File: src/core/dpas_map.svh
// constant map for the debug port access select block
`ifndef DPAS_MAP_SVH
`define DPAS_MAP_SVH
// ----------------------------------------------------------------
// timing
// ----------------------------------------------------------------
`define DPAS_CLK_PERIOD_NS 8
`define DPAS_KEY_WIN_NS 8000
`define DPAS_KEY_WIN_CYC (`DPAS_KEY_WIN_NS / `DPAS_CLK_PERIOD_NS)
`define DPAS_WIN_CNT_W 10
// ----------------------------------------------------------------
// keys and lockout
// ----------------------------------------------------------------
`define DPAS_SWD_KEY 32'h6209e79e
`define DPAS_LOCK_BITS 32
`define DPAS_LOCK_MATCH_MIN 6'd28
// ----------------------------------------------------------------
// pin vector positions and reset level
// ----------------------------------------------------------------
`define DPAS_PIN_TCK 0
`define DPAS_PIN_TMS 1
`define DPAS_PIN_TDI 2
`define DPAS_PIN_NTRST 3
`define DPAS_PIN_DP 4
`define DPAS_PIN_DM 5
`define DPAS_PIN_RST 6'h08
// ----------------------------------------------------------------
// instruction register
// ----------------------------------------------------------------
`define DPAS_IR_EXTEST 4'h0
`define DPAS_IR_IDCODE 4'h1
`define DPAS_IR_SAMPLE 4'h2
`define DPAS_IR_DEBUG 4'h8
`define DPAS_IR_SWDSEL 4'h9
`define DPAS_IR_BYPASS 4'hf
`define DPAS_IR_CAPTURE 4'h1
`endif

File: src/core/dpas_pkg.sv
// types of the debug port access select block
package dpas_pkg;
   // test access port controller, gray coded along the usual walk
   typedef enum logic [3:0] {
      TAP_TLR = 4'h0, TAP_RTI = 4'h1, TAP_SELDR = 4'h3, TAP_CAPDR = 4'h2,
      TAP_SHDR = 4'h6, TAP_EX1DR = 4'h7, TAP_PDR = 4'h5, TAP_EX2DR = 4'h4,
      TAP_UPDR = 4'hc, TAP_SELIR = 4'hd, TAP_CAPIR = 4'hf, TAP_SHIR = 4'he,
      TAP_EX1IR = 4'ha, TAP_PIR = 4'hb, TAP_EX2IR = 4'h9, TAP_UPIR = 4'h8
   } dpas_tap_t;
   // which pin pair carries the two-wire port
   typedef enum logic [1:0] {
      SWD_NONE = 2'h0, SWD_JTAG = 2'h1, SWD_USB = 2'h3
   } dpas_pair_t;
endpackage

File: src/core/dpas_key_if.sv
// link between the selector and one key detector
`timescale 1ns/100ps
interface dpas_key_if;
   logic clkLvl;
   logic dataLvl;
   logic windowOpen;
   logic match;
   modport det (input clkLvl, input dataLvl, input windowOpen, output match);
   modport sel (output clkLvl, output dataLvl, output windowOpen, input match);
endinterface

File: src/core/dpas_top.sv
// debug and test port access select: pin pairs, key window, lockout
`timescale 1ns/100ps
`include "dpas_map.svh"
// Behaviour
// - four-pin test port, optional test reset
// - test port on by default, config disables
// - test port: flash, debug, scan, chaining
// - two-wire port on test or usb pins
// - one pin clocks, other carries data both ways
// - two-wire port on one pair only
// - pair enabled by key in window, test pair also by instruction
// - test port enables two-wire, or disabled
// - key window always reacquires; reenables test port
// - scan and chaining only through test port
// - two-wire gives same debug path, speed
// - debug modules off after reset, firmware enables
// - no probe path re-enables debug modules
// - lockout disables every external access
// - lockout sampled at reset, 28 of 32
// - new key acts only after reset
module dpas_top #(
   parameter logic [31:0] IDCODE = 32'h10020001, // arbitrary value
   parameter logic [31:0] LOCK_PATTERN = 32'h3c5a96e1 // arbitrary value
) (
   // clock and reset
   input wire logic ref_clk,
   input wire logic nrst,
   // test access port pins
   input wire logic tckPin,
   input wire logic tmsPin,
   output logic tmsOut,
   output logic tmsOe,
   input wire logic tdiPin,
   output logic tdoOut,
   output logic tdoOe,
   input wire logic ntrstPin,
   // usb data pins
   input wire logic usbDpPin,
   output logic usbDpOut,
   output logic usbDpOe,
   input wire logic usbDmPin,
   // configuration and nonvolatile state
   input wire logic jtagCfgDisable,
   input wire logic swdCfgDisable,
   input wire logic [31:0] lockCells,
   input wire logic fwDbgEnable,
   // debug engine side
   input wire logic swdOutBit,
   input wire logic swdOutEn,
   input wire logic swdJtagReenable,
   input wire logic bsChainOut,
   input wire logic dbgChainOut,
   output logic swdBitStrobe,
   output logic swdBitIn,
   output logic tdiBit,
   output logic bsCapture,
   output logic bsShift,
   output logic bsUpdate,
   output logic dbgCapture,
   output logic dbgShift,
   output logic dbgUpdate,
   // status
   output logic jtagActive,
   output dpas_pkg::dpas_pair_t swdSel,
   output logic keyWindowOpen,
   output logic lockedOut,
   output logic dbgModEnable
);
   // ----------------------------------------------------------------
   // pin synchronisers: a change counts once stages two and three agree
   // ----------------------------------------------------------------
   logic [5:0] pinS1, pinS2, pinS3, pinLvl, lvlPrev;
   logic [5:0] pinRaw;
   assign pinRaw = {usbDmPin, usbDpPin, ntrstPin, tdiPin, tmsPin, tckPin};

   always_ff @(posedge ref_clk or negedge nrst) begin
      if (!nrst) begin
         pinS1 <= `DPAS_PIN_RST;
         pinS2 <= `DPAS_PIN_RST;
         pinS3 <= `DPAS_PIN_RST;
         pinLvl <= `DPAS_PIN_RST;
         lvlPrev <= `DPAS_PIN_RST;
      end else begin
         pinS1 <= pinRaw;
         pinS2 <= pinS1;
         pinS3 <= pinS2;
         pinLvl <= (pinS2 & pinS3) | (pinLvl & (pinS2 ^ pinS3));
         lvlPrev <= pinLvl;
      end
   end

   logic tckRise, tckFall;
   assign tckRise = pinLvl[`DPAS_PIN_TCK] & ~lvlPrev[`DPAS_PIN_TCK];
   assign tckFall = ~pinLvl[`DPAS_PIN_TCK] & lvlPrev[`DPAS_PIN_TCK];

   // ----------------------------------------------------------------
   // lockout latch, sampled once after reset release
   // ----------------------------------------------------------------
   function automatic logic [5:0] agreeCount(input logic [31:0] v);
      logic [5:0] n;
      n = 6'd0;
      for (int i = 0; i < `DPAS_LOCK_BITS; i++) begin
         n = n + {5'd0, v[i]};
      end
      return n;
   endfunction

   logic lockDone, lockHit;
   assign lockHit = agreeCount(~(lockCells ^ LOCK_PATTERN)) >= `DPAS_LOCK_MATCH_MIN;

   // cells are only looked at here, so a freshly written key waits for reset
   always_ff @(posedge ref_clk or negedge nrst) begin
      if (!nrst) begin
         lockDone <= 1'b0;
         lockedOut <= 1'b1; // safe until sampled
      end else if (!lockDone) begin
         lockDone <= 1'b1;
         lockedOut <= lockHit;
      end
   end

   logic accessOk;
   assign accessOk = lockDone & ~lockedOut;

   // ----------------------------------------------------------------
   // key window and the two detectors
   // ----------------------------------------------------------------
   logic [`DPAS_WIN_CNT_W-1:0] winCnt;
   logic keyAcq;
   logic [1:0] keyMatch;

   always_ff @(posedge ref_clk or negedge nrst) begin
      if (!nrst) begin
         winCnt <= '0;
      end else if (winCnt < `DPAS_WIN_CNT_W'(`DPAS_KEY_WIN_CYC)) begin
         winCnt <= winCnt + 1'b1;
      end
   end

   // window ignores configuration; lockout, an acquired pair or the timer close it
   assign keyWindowOpen = accessOk && !keyAcq
      && (winCnt < `DPAS_WIN_CNT_W'(`DPAS_KEY_WIN_CYC));

   dpas_key_if kif[2] ();

   generate
      for (genvar g = 0; g < 2; g++) begin : gPair
         assign kif[g].clkLvl = (g == 0) ? pinLvl[`DPAS_PIN_TCK] : pinLvl[`DPAS_PIN_DM];
         assign kif[g].dataLvl = (g == 0) ? pinLvl[`DPAS_PIN_TMS] : pinLvl[`DPAS_PIN_DP];
         assign kif[g].windowOpen = keyWindowOpen;
         assign keyMatch[g] = kif[g].match;
         dpas_key_det uDet (
            .ref_clk(ref_clk),
            .nrst(nrst),
            .kif(kif[g])
         );
      end
   endgenerate

   // ----------------------------------------------------------------
   // pair selection and test port enable
   // ----------------------------------------------------------------
   dpas_pkg::dpas_tap_t tap, next_tap;
   logic [3:0] ir, irShift;
   logic jtagForce, jtagOn;

   assign jtagOn = accessOk && (swdSel != dpas_pkg::SWD_JTAG)
      && (!jtagCfgDisable || jtagForce);

   always_ff @(posedge ref_clk or negedge nrst) begin
      if (!nrst) begin
         swdSel <= dpas_pkg::SWD_NONE;
         keyAcq <= 1'b0;
         jtagForce <= 1'b0;
      end else if (!accessOk) begin
         swdSel <= dpas_pkg::SWD_NONE;
      end else if (keyWindowOpen && keyMatch[0]) begin
         swdSel <= dpas_pkg::SWD_JTAG;
         keyAcq <= 1'b1;
      end else if (keyWindowOpen && keyMatch[1]) begin
         swdSel <= dpas_pkg::SWD_USB;
         keyAcq <= 1'b1;
      end else if (swdSel != dpas_pkg::SWD_NONE && swdJtagReenable) begin
         jtagForce <= 1'b1;
         if (swdSel == dpas_pkg::SWD_JTAG) begin
            swdSel <= dpas_pkg::SWD_NONE;
         end
      end else if (jtagOn && tckRise && tap == dpas_pkg::TAP_UPIR
                   && irShift == `DPAS_IR_SWDSEL && !swdCfgDisable) begin
         swdSel <= dpas_pkg::SWD_JTAG;
      end else if (swdCfgDisable && !keyAcq) begin
         swdSel <= dpas_pkg::SWD_NONE;
      end
   end

   // ----------------------------------------------------------------
   // two-wire bit path: clock pin in, data pin both ways
   // ----------------------------------------------------------------
   logic swdRise;
   assign swdRise = (swdSel == dpas_pkg::SWD_JTAG)
      ? (pinLvl[`DPAS_PIN_TCK] & ~lvlPrev[`DPAS_PIN_TCK])
      : (pinLvl[`DPAS_PIN_DM] & ~lvlPrev[`DPAS_PIN_DM]);

   // own engine strobe, swdBitStrobe with swdBitIn, one bit per probe clock
   always_ff @(posedge ref_clk or negedge nrst) begin
      if (!nrst) begin
         swdBitStrobe <= 1'b0;
         swdBitIn <= 1'b0;
         tmsOut <= 1'b0;
         tmsOe <= 1'b0;
         usbDpOut <= 1'b0;
         usbDpOe <= 1'b0;
      end else begin
         swdBitStrobe <= swdRise && swdSel != dpas_pkg::SWD_NONE;
         swdBitIn <= (swdSel == dpas_pkg::SWD_JTAG) ? pinLvl[`DPAS_PIN_TMS]
                                                    : pinLvl[`DPAS_PIN_DP];
         tmsOut <= swdOutBit;
         usbDpOut <= swdOutBit;
         tmsOe <= swdOutEn && swdSel == dpas_pkg::SWD_JTAG;
         usbDpOe <= swdOutEn && swdSel == dpas_pkg::SWD_USB;
      end
   end

   // ----------------------------------------------------------------
   // test access port controller
   // ----------------------------------------------------------------
   always_comb begin
      logic m;
      m = pinLvl[`DPAS_PIN_TMS];
      case (tap)
         dpas_pkg::TAP_TLR: next_tap = m ? dpas_pkg::TAP_TLR : dpas_pkg::TAP_RTI;
         dpas_pkg::TAP_RTI: next_tap = m ? dpas_pkg::TAP_SELDR : dpas_pkg::TAP_RTI;
         dpas_pkg::TAP_SELDR: next_tap = m ? dpas_pkg::TAP_SELIR : dpas_pkg::TAP_CAPDR;
         dpas_pkg::TAP_CAPDR: next_tap = m ? dpas_pkg::TAP_EX1DR : dpas_pkg::TAP_SHDR;
         dpas_pkg::TAP_SHDR: next_tap = m ? dpas_pkg::TAP_EX1DR : dpas_pkg::TAP_SHDR;
         dpas_pkg::TAP_EX1DR: next_tap = m ? dpas_pkg::TAP_UPDR : dpas_pkg::TAP_PDR;
         dpas_pkg::TAP_PDR: next_tap = m ? dpas_pkg::TAP_EX2DR : dpas_pkg::TAP_PDR;
         dpas_pkg::TAP_EX2DR: next_tap = m ? dpas_pkg::TAP_UPDR : dpas_pkg::TAP_SHDR;
         dpas_pkg::TAP_UPDR: next_tap = m ? dpas_pkg::TAP_SELDR : dpas_pkg::TAP_RTI;
         dpas_pkg::TAP_SELIR: next_tap = m ? dpas_pkg::TAP_TLR : dpas_pkg::TAP_CAPIR;
         dpas_pkg::TAP_CAPIR: next_tap = m ? dpas_pkg::TAP_EX1IR : dpas_pkg::TAP_SHIR;
         dpas_pkg::TAP_SHIR: next_tap = m ? dpas_pkg::TAP_EX1IR : dpas_pkg::TAP_SHIR;
         dpas_pkg::TAP_EX1IR: next_tap = m ? dpas_pkg::TAP_UPIR : dpas_pkg::TAP_PIR;
         dpas_pkg::TAP_PIR: next_tap = m ? dpas_pkg::TAP_EX2IR : dpas_pkg::TAP_PIR;
         dpas_pkg::TAP_EX2IR: next_tap = m ? dpas_pkg::TAP_UPIR : dpas_pkg::TAP_SHIR;
         dpas_pkg::TAP_UPIR: next_tap = m ? dpas_pkg::TAP_SELDR : dpas_pkg::TAP_RTI;
         default: next_tap = dpas_pkg::TAP_TLR;
      endcase
   end

   // optional test reset pin, idle high when left open
   always_ff @(posedge ref_clk or negedge nrst) begin
      if (!nrst) begin
         tap <= dpas_pkg::TAP_TLR;
      end else if (!jtagOn || !pinLvl[`DPAS_PIN_NTRST]) begin
         tap <= dpas_pkg::TAP_TLR;
      end else if (tckRise) begin
         tap <= next_tap;
      end
   end

   // ----------------------------------------------------------------
   // instruction and data registers; scan chain only reachable here
   // ----------------------------------------------------------------
   logic bypassBit;
   logic [31:0] idShift;
   logic isBs, isDbg, tdi;
   assign isBs = (ir == `DPAS_IR_EXTEST) || (ir == `DPAS_IR_SAMPLE);
   assign isDbg = (ir == `DPAS_IR_DEBUG);
   assign tdi = pinLvl[`DPAS_PIN_TDI];

   always_ff @(posedge ref_clk or negedge nrst) begin
      if (!nrst) begin
         ir <= `DPAS_IR_IDCODE;
         irShift <= `DPAS_IR_CAPTURE;
         bypassBit <= 1'b0;
         idShift <= 32'h00000000;
         {bsCapture, bsShift, bsUpdate} <= 3'h0;
         {dbgCapture, dbgShift, dbgUpdate} <= 3'h0;
         tdiBit <= 1'b0;
      end else begin
         bsCapture <= jtagOn && tckRise && isBs && tap == dpas_pkg::TAP_CAPDR;
         bsShift <= jtagOn && tckRise && isBs && tap == dpas_pkg::TAP_SHDR;
         bsUpdate <= jtagOn && tckRise && isBs && tap == dpas_pkg::TAP_UPDR;
         dbgCapture <= jtagOn && tckRise && isDbg && tap == dpas_pkg::TAP_CAPDR;
         dbgShift <= jtagOn && tckRise && isDbg && tap == dpas_pkg::TAP_SHDR;
         dbgUpdate <= jtagOn && tckRise && isDbg && tap == dpas_pkg::TAP_UPDR;
         tdiBit <= tdi;
         if (!jtagOn || tap == dpas_pkg::TAP_TLR) begin
            ir <= `DPAS_IR_IDCODE;
         end else if (tckRise) begin
            case (tap)
               dpas_pkg::TAP_CAPIR: irShift <= `DPAS_IR_CAPTURE;
               dpas_pkg::TAP_SHIR: irShift <= {tdi, irShift[3:1]};
               dpas_pkg::TAP_UPIR: ir <= irShift;
               dpas_pkg::TAP_CAPDR: begin
                  bypassBit <= 1'b0;
                  idShift <= IDCODE;
               end
               dpas_pkg::TAP_SHDR: begin
                  bypassBit <= tdi; // chaining
                  idShift <= {tdi, idShift[31:1]};
               end
               default: bypassBit <= bypassBit;
            endcase
         end
      end
   end

   // output changes on the falling test clock, as chained parts expect
   always_ff @(posedge ref_clk or negedge nrst) begin
      if (!nrst) begin
         tdoOut <= 1'b0;
         tdoOe <= 1'b0;
      end else if (!jtagOn) begin
         tdoOe <= 1'b0;
      end else if (tckFall) begin
         tdoOe <= (tap == dpas_pkg::TAP_SHIR) || (tap == dpas_pkg::TAP_SHDR);
         if (tap == dpas_pkg::TAP_SHIR) begin
            tdoOut <= irShift[0];
         end else if (isBs) begin
            tdoOut <= bsChainOut;
         end else if (isDbg) begin
            tdoOut <= dbgChainOut;
         end else if (ir == `DPAS_IR_IDCODE) begin
            tdoOut <= idShift[0];
         end else begin
            tdoOut <= bypassBit;
         end
      end
   end

   // ----------------------------------------------------------------
   // status and debug module enable
   // ----------------------------------------------------------------
   // only the cpu can raise the enable; reset alone lowers it
   always_ff @(posedge ref_clk or negedge nrst) begin
      if (!nrst) begin
         jtagActive <= 1'b0;
         dbgModEnable <= 1'b0;
      end else begin
         jtagActive <= jtagOn;
         if (fwDbgEnable) begin
            dbgModEnable <= 1'b1;
         end
      end
   end
endmodule

File: src/core/dpas_key_det.sv
// key sequence detector for one candidate pin pair
`timescale 1ns/100ps
`include "dpas_map.svh"
module dpas_key_det (
   // clock and reset
   input wire logic ref_clk,
   input wire logic nrst,
   // filtered pair levels and result
   dpas_key_if.det kif
);
   logic clkPrev;
   logic [31:0] keyShift;
   logic [31:0] next_keyShift;
   logic hit;

   assign next_keyShift = {keyShift[30:0], kif.dataLvl};
   assign kif.match = hit;

   // ----------------------------------------------------------------
   // shift on each probe clock rise, only inside the window
   // ----------------------------------------------------------------
   always_ff @(posedge ref_clk or negedge nrst) begin
      if (!nrst) begin
         clkPrev <= 1'b0;
         keyShift <= 32'h00000000;
         hit <= 1'b0;
      end else begin
         clkPrev <= kif.clkLvl;
         hit <= 1'b0;
         if (kif.windowOpen && kif.clkLvl && !clkPrev) begin
            keyShift <= next_keyShift;
            hit <= (next_keyShift == `DPAS_SWD_KEY);
         end
      end
   end
endmodule

File: config.mk
export PLATFORM = sky130hd
export DESIGN_NAME = dpas_top
export DESIGN_NICKNAME = d
export VERILOG_FILES = /design/src/core/dpas_pkg.sv /design/src/core/dpas_key_if.sv /design/src/core/dpas_top.sv /design/src/core/dpas_key_det.sv
export VERILOG_INCLUDE_DIRS = /design/src /design/src/core
export SDC_FILE = /design/constraint.sdc
export NUM_CORES = 1
export LEC_CHECK = 0
export BUFFER_PORTS_ARGS = -buffer_cell sky130_fd_sc_hd__buf_2
export CAP_MARGIN = 25
export CORE_AREA = 2 2 150 152
export DETAILED_ROUTE_END_ITERATION = 16
export DIE_AREA = 0 0 152 154
export PLACE_DENSITY = 0.57
export SLEW_MARGIN = 20
export SYNTH_ARGS = -nofsm -noshare
export SYNTH_HDL_FRONTEND = slang
export SYNTH_SLANG_ARGS = --single-unit
export TNS_END_PERCENT = 100
File: constraint.sdc
create_clock -name ref_clk -period 2.43 [get_ports ref_clk]
set_input_delay 0.1215 -clock ref_clk [delete_from_list [all_inputs] [get_ports ref_clk]]
set_output_delay 0.1215 -clock ref_clk [all_outputs]
set_load 0.05 [all_outputs]
# --- After elaboration in Yosys (flattened, before gate mapping) ---
# Cells that the tools add are included.
op_classes:
  eq_ne: 27
  add_sub_neg: 32
  muxes: 40
  n_bitwise: 17
  magnitude_cmp: 2
  reduce_logical: 58
op_table:
  columns: ["op", "count"]
  rows:
  - ["$add 6x1->6", 26]
  - ["$eq 32x31->1 const B", 2]
  - ["$pmux 32 s2", 1]
  - ["$pmux 4 s12", 1]
  - ["$eq 4x4->1 const B", 10]
  - ["$mux 4", 9]
  - ["$not 32->32", 1]
  - ["$logic_and 1x1->1", 27]
  - ["$mux 2", 10]
  - ["$eq 4x3->1 const B", 4]
  - ["$not 16->16", 1]
  - ["$mux 1", 15]
  - ["$reduce_bool 2->1", 7]
  - ["$and 6x6->6", 2]
  - ["$eq 4x2->1 const B", 3]
  - ["$add 10x1->10 const B", 1]
  - ["$lt 10x10->1 const B", 1]
  - ["$eq 4x1->1 const B", 2]
  - ["$logic_not 4->1", 2]
  - ["$pmux 4 s2", 1]
  - ["$reduce_and 2->1", 4]
  - ["$logic_not 1->1", 7]
  - ["$not 1->1", 7]
  - ["$add 5x1->6", 1]
  - ["other kinds (21)", 31]
totals:
  ff_bits: 173
  elab_cells: 214
  input_bits: 48
  output_inout_bits: 21

# --- Longest topological paths before layout ---
depth:
  word_depth: 34
  ltp_mapped: 18
  mapped_depth_nobuf: 18

# --- Modules after synthesis ---
# From an unflattened synthesis, not the netlist that was laid out.
hier_totals:
  cells_unflattened: 640
  hier_area_um2: 7791.2
modules_own_cells:
  columns: ["mod", "area_each_um2", "seq_area_each_um2", "n_inst", "cells_each"]
  rows:
  - ["dpas_top", 5086.1, 2561.2, 1, 482]
  - ["dpas_key_det", 1352.5, 825.8, 2, 79]

# --- Worst setup path before layout ---
# Ideal clock, no wire load.
synth_timing:
  path_kind: "input -> register"
  start: "in lockCells[5]"
  end: "reg lockedOut"
  arrival_time_ns: 4.296
  setup_time_ns: 0.073
  n_path_buf: 0
  slack_ns: -1.939
  cell_stages: 17
  t_required_ns: 2.357
  cell_sequence: "inv_1 > fa_1 > inv_1 > fa_1 > inv_1 > fa_1 > fa_1 > inv_1 > fa_1 > fa_1 > ha_1 > fa_1 > nand2b_1 > o21ai_0 > nand2_1 > nand4b_1 > a21oi_1"
synth_between:
  elab_chain_len: 30
synth_rtl:
  columns: ["element", "line", "text"]
  rows:
  - ["start, declared", "dpas_top.sv:45", "input wire logic [31:0] lockCells,"]
  - ["$not 16->16 (no source line)", null, null]
  - ["$not 32->32", "dpas_top.sv:109", "assign lockHit = agreeCount(~(lockCells ^ LOCK_PATTERN)) >= `DPAS_LOCK_MATCH_MIN;"]
  - ["$add 5x1->6", "dpas_top.sv:103", "n = n + {5'd0, v[i]};"]
  - ["$add 6x1->6 (26 in series)", "dpas_top.sv:103", null]
  - ["$ge 6x5->1 (no source line)", null, null]
  - ["end signal, assigned", "dpas_top.sv:118", "lockedOut <= lockHit;"]
  - ["end, declared", "dpas_top.sv:66", "output logic lockedOut,"]
# Every way passes these cells.
# A chain may end at the register's enable or synchronous reset.

# --- Final worst setup path ---
layout_timing:
  start: "in lockCells[9]"
  end: "reg lockedOut"
layout_between:
  elab_chain_len: 26
layout_rtl:
  columns: ["element", "line"]
  rows:
  - ["$not 16->16 (no source line)", null]
  - ["$not 32->32", "dpas_top.sv:109"]
  - ["$add 6x1->6 (23 in series)", "dpas_top.sv:103"]
  - ["$ge 6x5->1 (no source line)", null]
# Every way passes these cells.

==> metrics <==
CP peak stage delay=0.52 ns; Synth area leader=dfrtp_1; setup violators final=1; worst hold path depth=3; failing checks=setup timing; post-route ant nets=0; Compound-Gate Fraction of Synth Area=0.06705; ys async rst share=1.000; CP Data Required Time=2.78 ns; total CTS buffers=17; Syn Area/Cell=12.21 um2; vias in the first global route=4766; wire length per cell=13.37 um; crit-path cells=buf_2 -> inv_2 -> fa_1 -> inv_1 -> fa_1 -> inv_1 -> fa_1 -> fa_1 -> inv_1 -> fa_1 -> fa_1 -> ha_2 -> fa_2 -> nand2b_4 -> o21ai_2 -> nand2_1 -> nand4b_1 -> a21oi_1; Die Footprint=23410 um2; commonest non-fill, non-tap cell in the layout=dfrtp_1; Nets=812; root buf cell=clkbuf_16; register area=4163 um2; largest family of logic cells by synthesized area=simple AND/OR/NAND/NOR gates; WP data arrival=4.39 ns; setup slack after layout=-1.613 ns; Max Slew Vio Count=0; Startpoint Class=input port; Remaining DRCs=0; switching power=2392 uW; Vias=4777; Seq pwr share=0.384; RD Place Congestion=0.7833; # Max-Cap Violations=0; clk_skew=0.01373 ns; Synth Area in XOR/XNOR=0.009026; Net Sw Frac=0.3013; PortBufs=68; Crit. End Element=flop; Synth Instances=636; Die Width=152 um; WHS=0.1342 ns; WS Path Type=input port to flop; Simple-Gate Fraction of Synth Area=0.1370; Crit Path Max Fanout=3; Peak VDD IR=0.5788 mV; Synth Register Bits=166; CTS Buffer Depth=2; DP Wirelength=9.168 mm; first-pass GRT wire length=23.89 mm; Post-synth EDFFs=0; PD cells=864.4 nW/um2; vias per std cell=4.697; Hold Vio Cnt, Final=0; commonest cells after routing, fill and taps aside=dfrtp_1, nand2_1, buf_2; f_max=247.4 MHz; Adder-Cell Fraction of Synth Area=0.08446; antenna cells=0; Hold/Removal Path Class=input port to flop; Yosys warning count=0; mux share of post-synthesis cell area=0.1236; Starting Density=0.3579; combinational share of power=0.284; share of cells above drive strength 1=0.2741; area of the multi-input gates=3294 um2; Syn Nets=722; clock share of power=0.332; WP buf/inv=5; status=finished, violations left; initial antenna violation count=0; Reg2Reg Setup Slack=0.43 ns; sequential area share after synthesis=0.5363; Critical Path Stages=18; R2R cell count=5; final core occ=0.4235; cell area after layout=9185 um2; Int Power=5547 uW; row count=54; clk slew on worst S/H paths=0.06 ns; RSZ-0062 raised after global routing=true; TritonCTS clock tree=built; largest net degree at the start of global routing=65; die height=154 um; Synth top area share=0.5126; Slew headroom=0.6162; Cell Area, Placed=8492 um2; Initial DRT Pass Iterations=4; Final min period=4.043 ns; Lkg Pwr=0.004543 uW; non-filler cells, final=1017; Cell Area, Synth=7762 um2; Placement Setup Slack=-2.071 ns; CTS Sinks=166; final period utilization=1.664; IO Pins=69; clk_lat worst skew=0.42 ns; synth top area cells=dfrtp_1, mux2_4, fa_1; Tightest Pin Transition=0.5758 ns; initial DRC count=289; CP max stage cell=fa_1; Fill cells=2036; H-tree levels=4; synth unique cells=56; Core Box Area=21690 um2; Crit path top cell by count=fa_1; Tot GR Track Use=0.1248; Layout area overhead=18.33%; DP Cell Count=977; delay-heaviest family, CP=adder cells; routed wire length=13.59 mm; grt total ovfl=0; Most used DFF post-synth=dfrtp_1
## layout make-up
type / count / share of cell area
Sequential cell: 166 / 0.4532
Inverter: 49 / 0.02002
Timing Repair Buffer: 94 / 0.06716
Clock buffer: 19 / 0.04931
Multi-Input combinational cell: 398 / 0.3587
Clock inverter: 11 / 0.01349
Tap cell: 280 / 0.03814
## timing repair
| action | 4_1_cts | 5_1_grt |
|---|---|---|
| resized for setup | 2 | 3 |
| endpoints found under the setup margin | 1 | 1 |
| setup buffers | 0 | 0 |
| hold buffers | 10 | 0 |
| endpoints found under the hold margin | 65 | 0 |
| pin swaps | 1 | 0 |
| cloned | 0 | 0 |
## kinds of logic after synthesis
group | count (synthesis)
mux | 66
xor+xnor | 8
fa+ha+maj | 38
flops | 166
simple gates | 196
other cells | 1
compound gates | 89
buf+inv | 72
## per-layer routing
layer,GRT usage,wire length [um],part of all wire,vias to the layer above
met5,0,0,0,-
met4,0.03916,122,0.0090,0
li1,-,-,-,2342
met1,0.1766,6852,0.50,2364
met3,0.03298,476,0.035,6
met2,0.1879,6141,0.45,65
## sequential cells by signal (all words and copies together) (netlist names), 2 cells and up
| signal | flops |
|---|---|
| lvlPrev | 3 |
| idShift | 31 |
| pinLvl | 6 |
| winCnt | 10 |
| ir | 4 |
| pinS2 | 6 |
| tap | 4 |
| pinS1 | 6 |
| gPair.uDet.kif.match | 2 |
| pinS3 | 6 |
| irShift | 4 |
| gPair.uDet.keyShift | 62 |
| swdSel | 2 |
## through the flow
step,TNS [ns],total power (uW)
CTS,-1.613,7882
finish,-1.613,7939
global route,-1.802,8543
floorplan,-1.848,4622
detailed placement,-2.071,5165
global placement,-2.043,5138
## Yosys cell counts (6+ instances only)
| library cell | number |
|---|---|
| nand4_1 | 9 |
| nand2b_1 | 11 |
| buf_6 | 7 |
| a21oi_1 | 12 |
| nand2_1 | 80 |
| nor2_1 | 28 |
| mux2_4 | 58 |
| mux2_2 | 7 |
| dfrtp_1 | 159 |
| dfstp_2 | 7 |
| nor4bb_1 | 6 |
| nor4b_1 | 7 |
| nand3_1 | 11 |
| a21o_1 | 6 |
| clkbuf_1 | 15 |
| o21ai_0 | 52 |
| ha_1 | 14 |
| inv_1 | 49 |
| nor2b_1 | 8 |
| fa_1 | 24 |
## power by group through the flow
stage	logic, uW	clock network, uW	registers, uW
floorplan	1490	0	3140
global placement	2040	0	3100
detailed placement	2070	0	3090
CTS	2110	2730	3050
global route	2620	2850	3070
finish	2250	2640	3050
## tightest hold or removal path: cells and delay by family
kind                   cells  cell delay, ns
buffers and inverters      1            0.11
AOI/OAI and AO/OA          2            0.28
## worst paths after layout
check	from	end
setup / recovery	lockCells[9]	lockedOut
hold / removal	swdJtagReenable	jtagForce
setup reg to reg	lockedOut	swdSel[0]
hold reg to reg	pinS1[1]	pinS2[1]
max in group asynchronous	nrst	pinS1[3]
min in group asynchronous	nrst	idShift[20]
(Power assumes the default switching activity.)
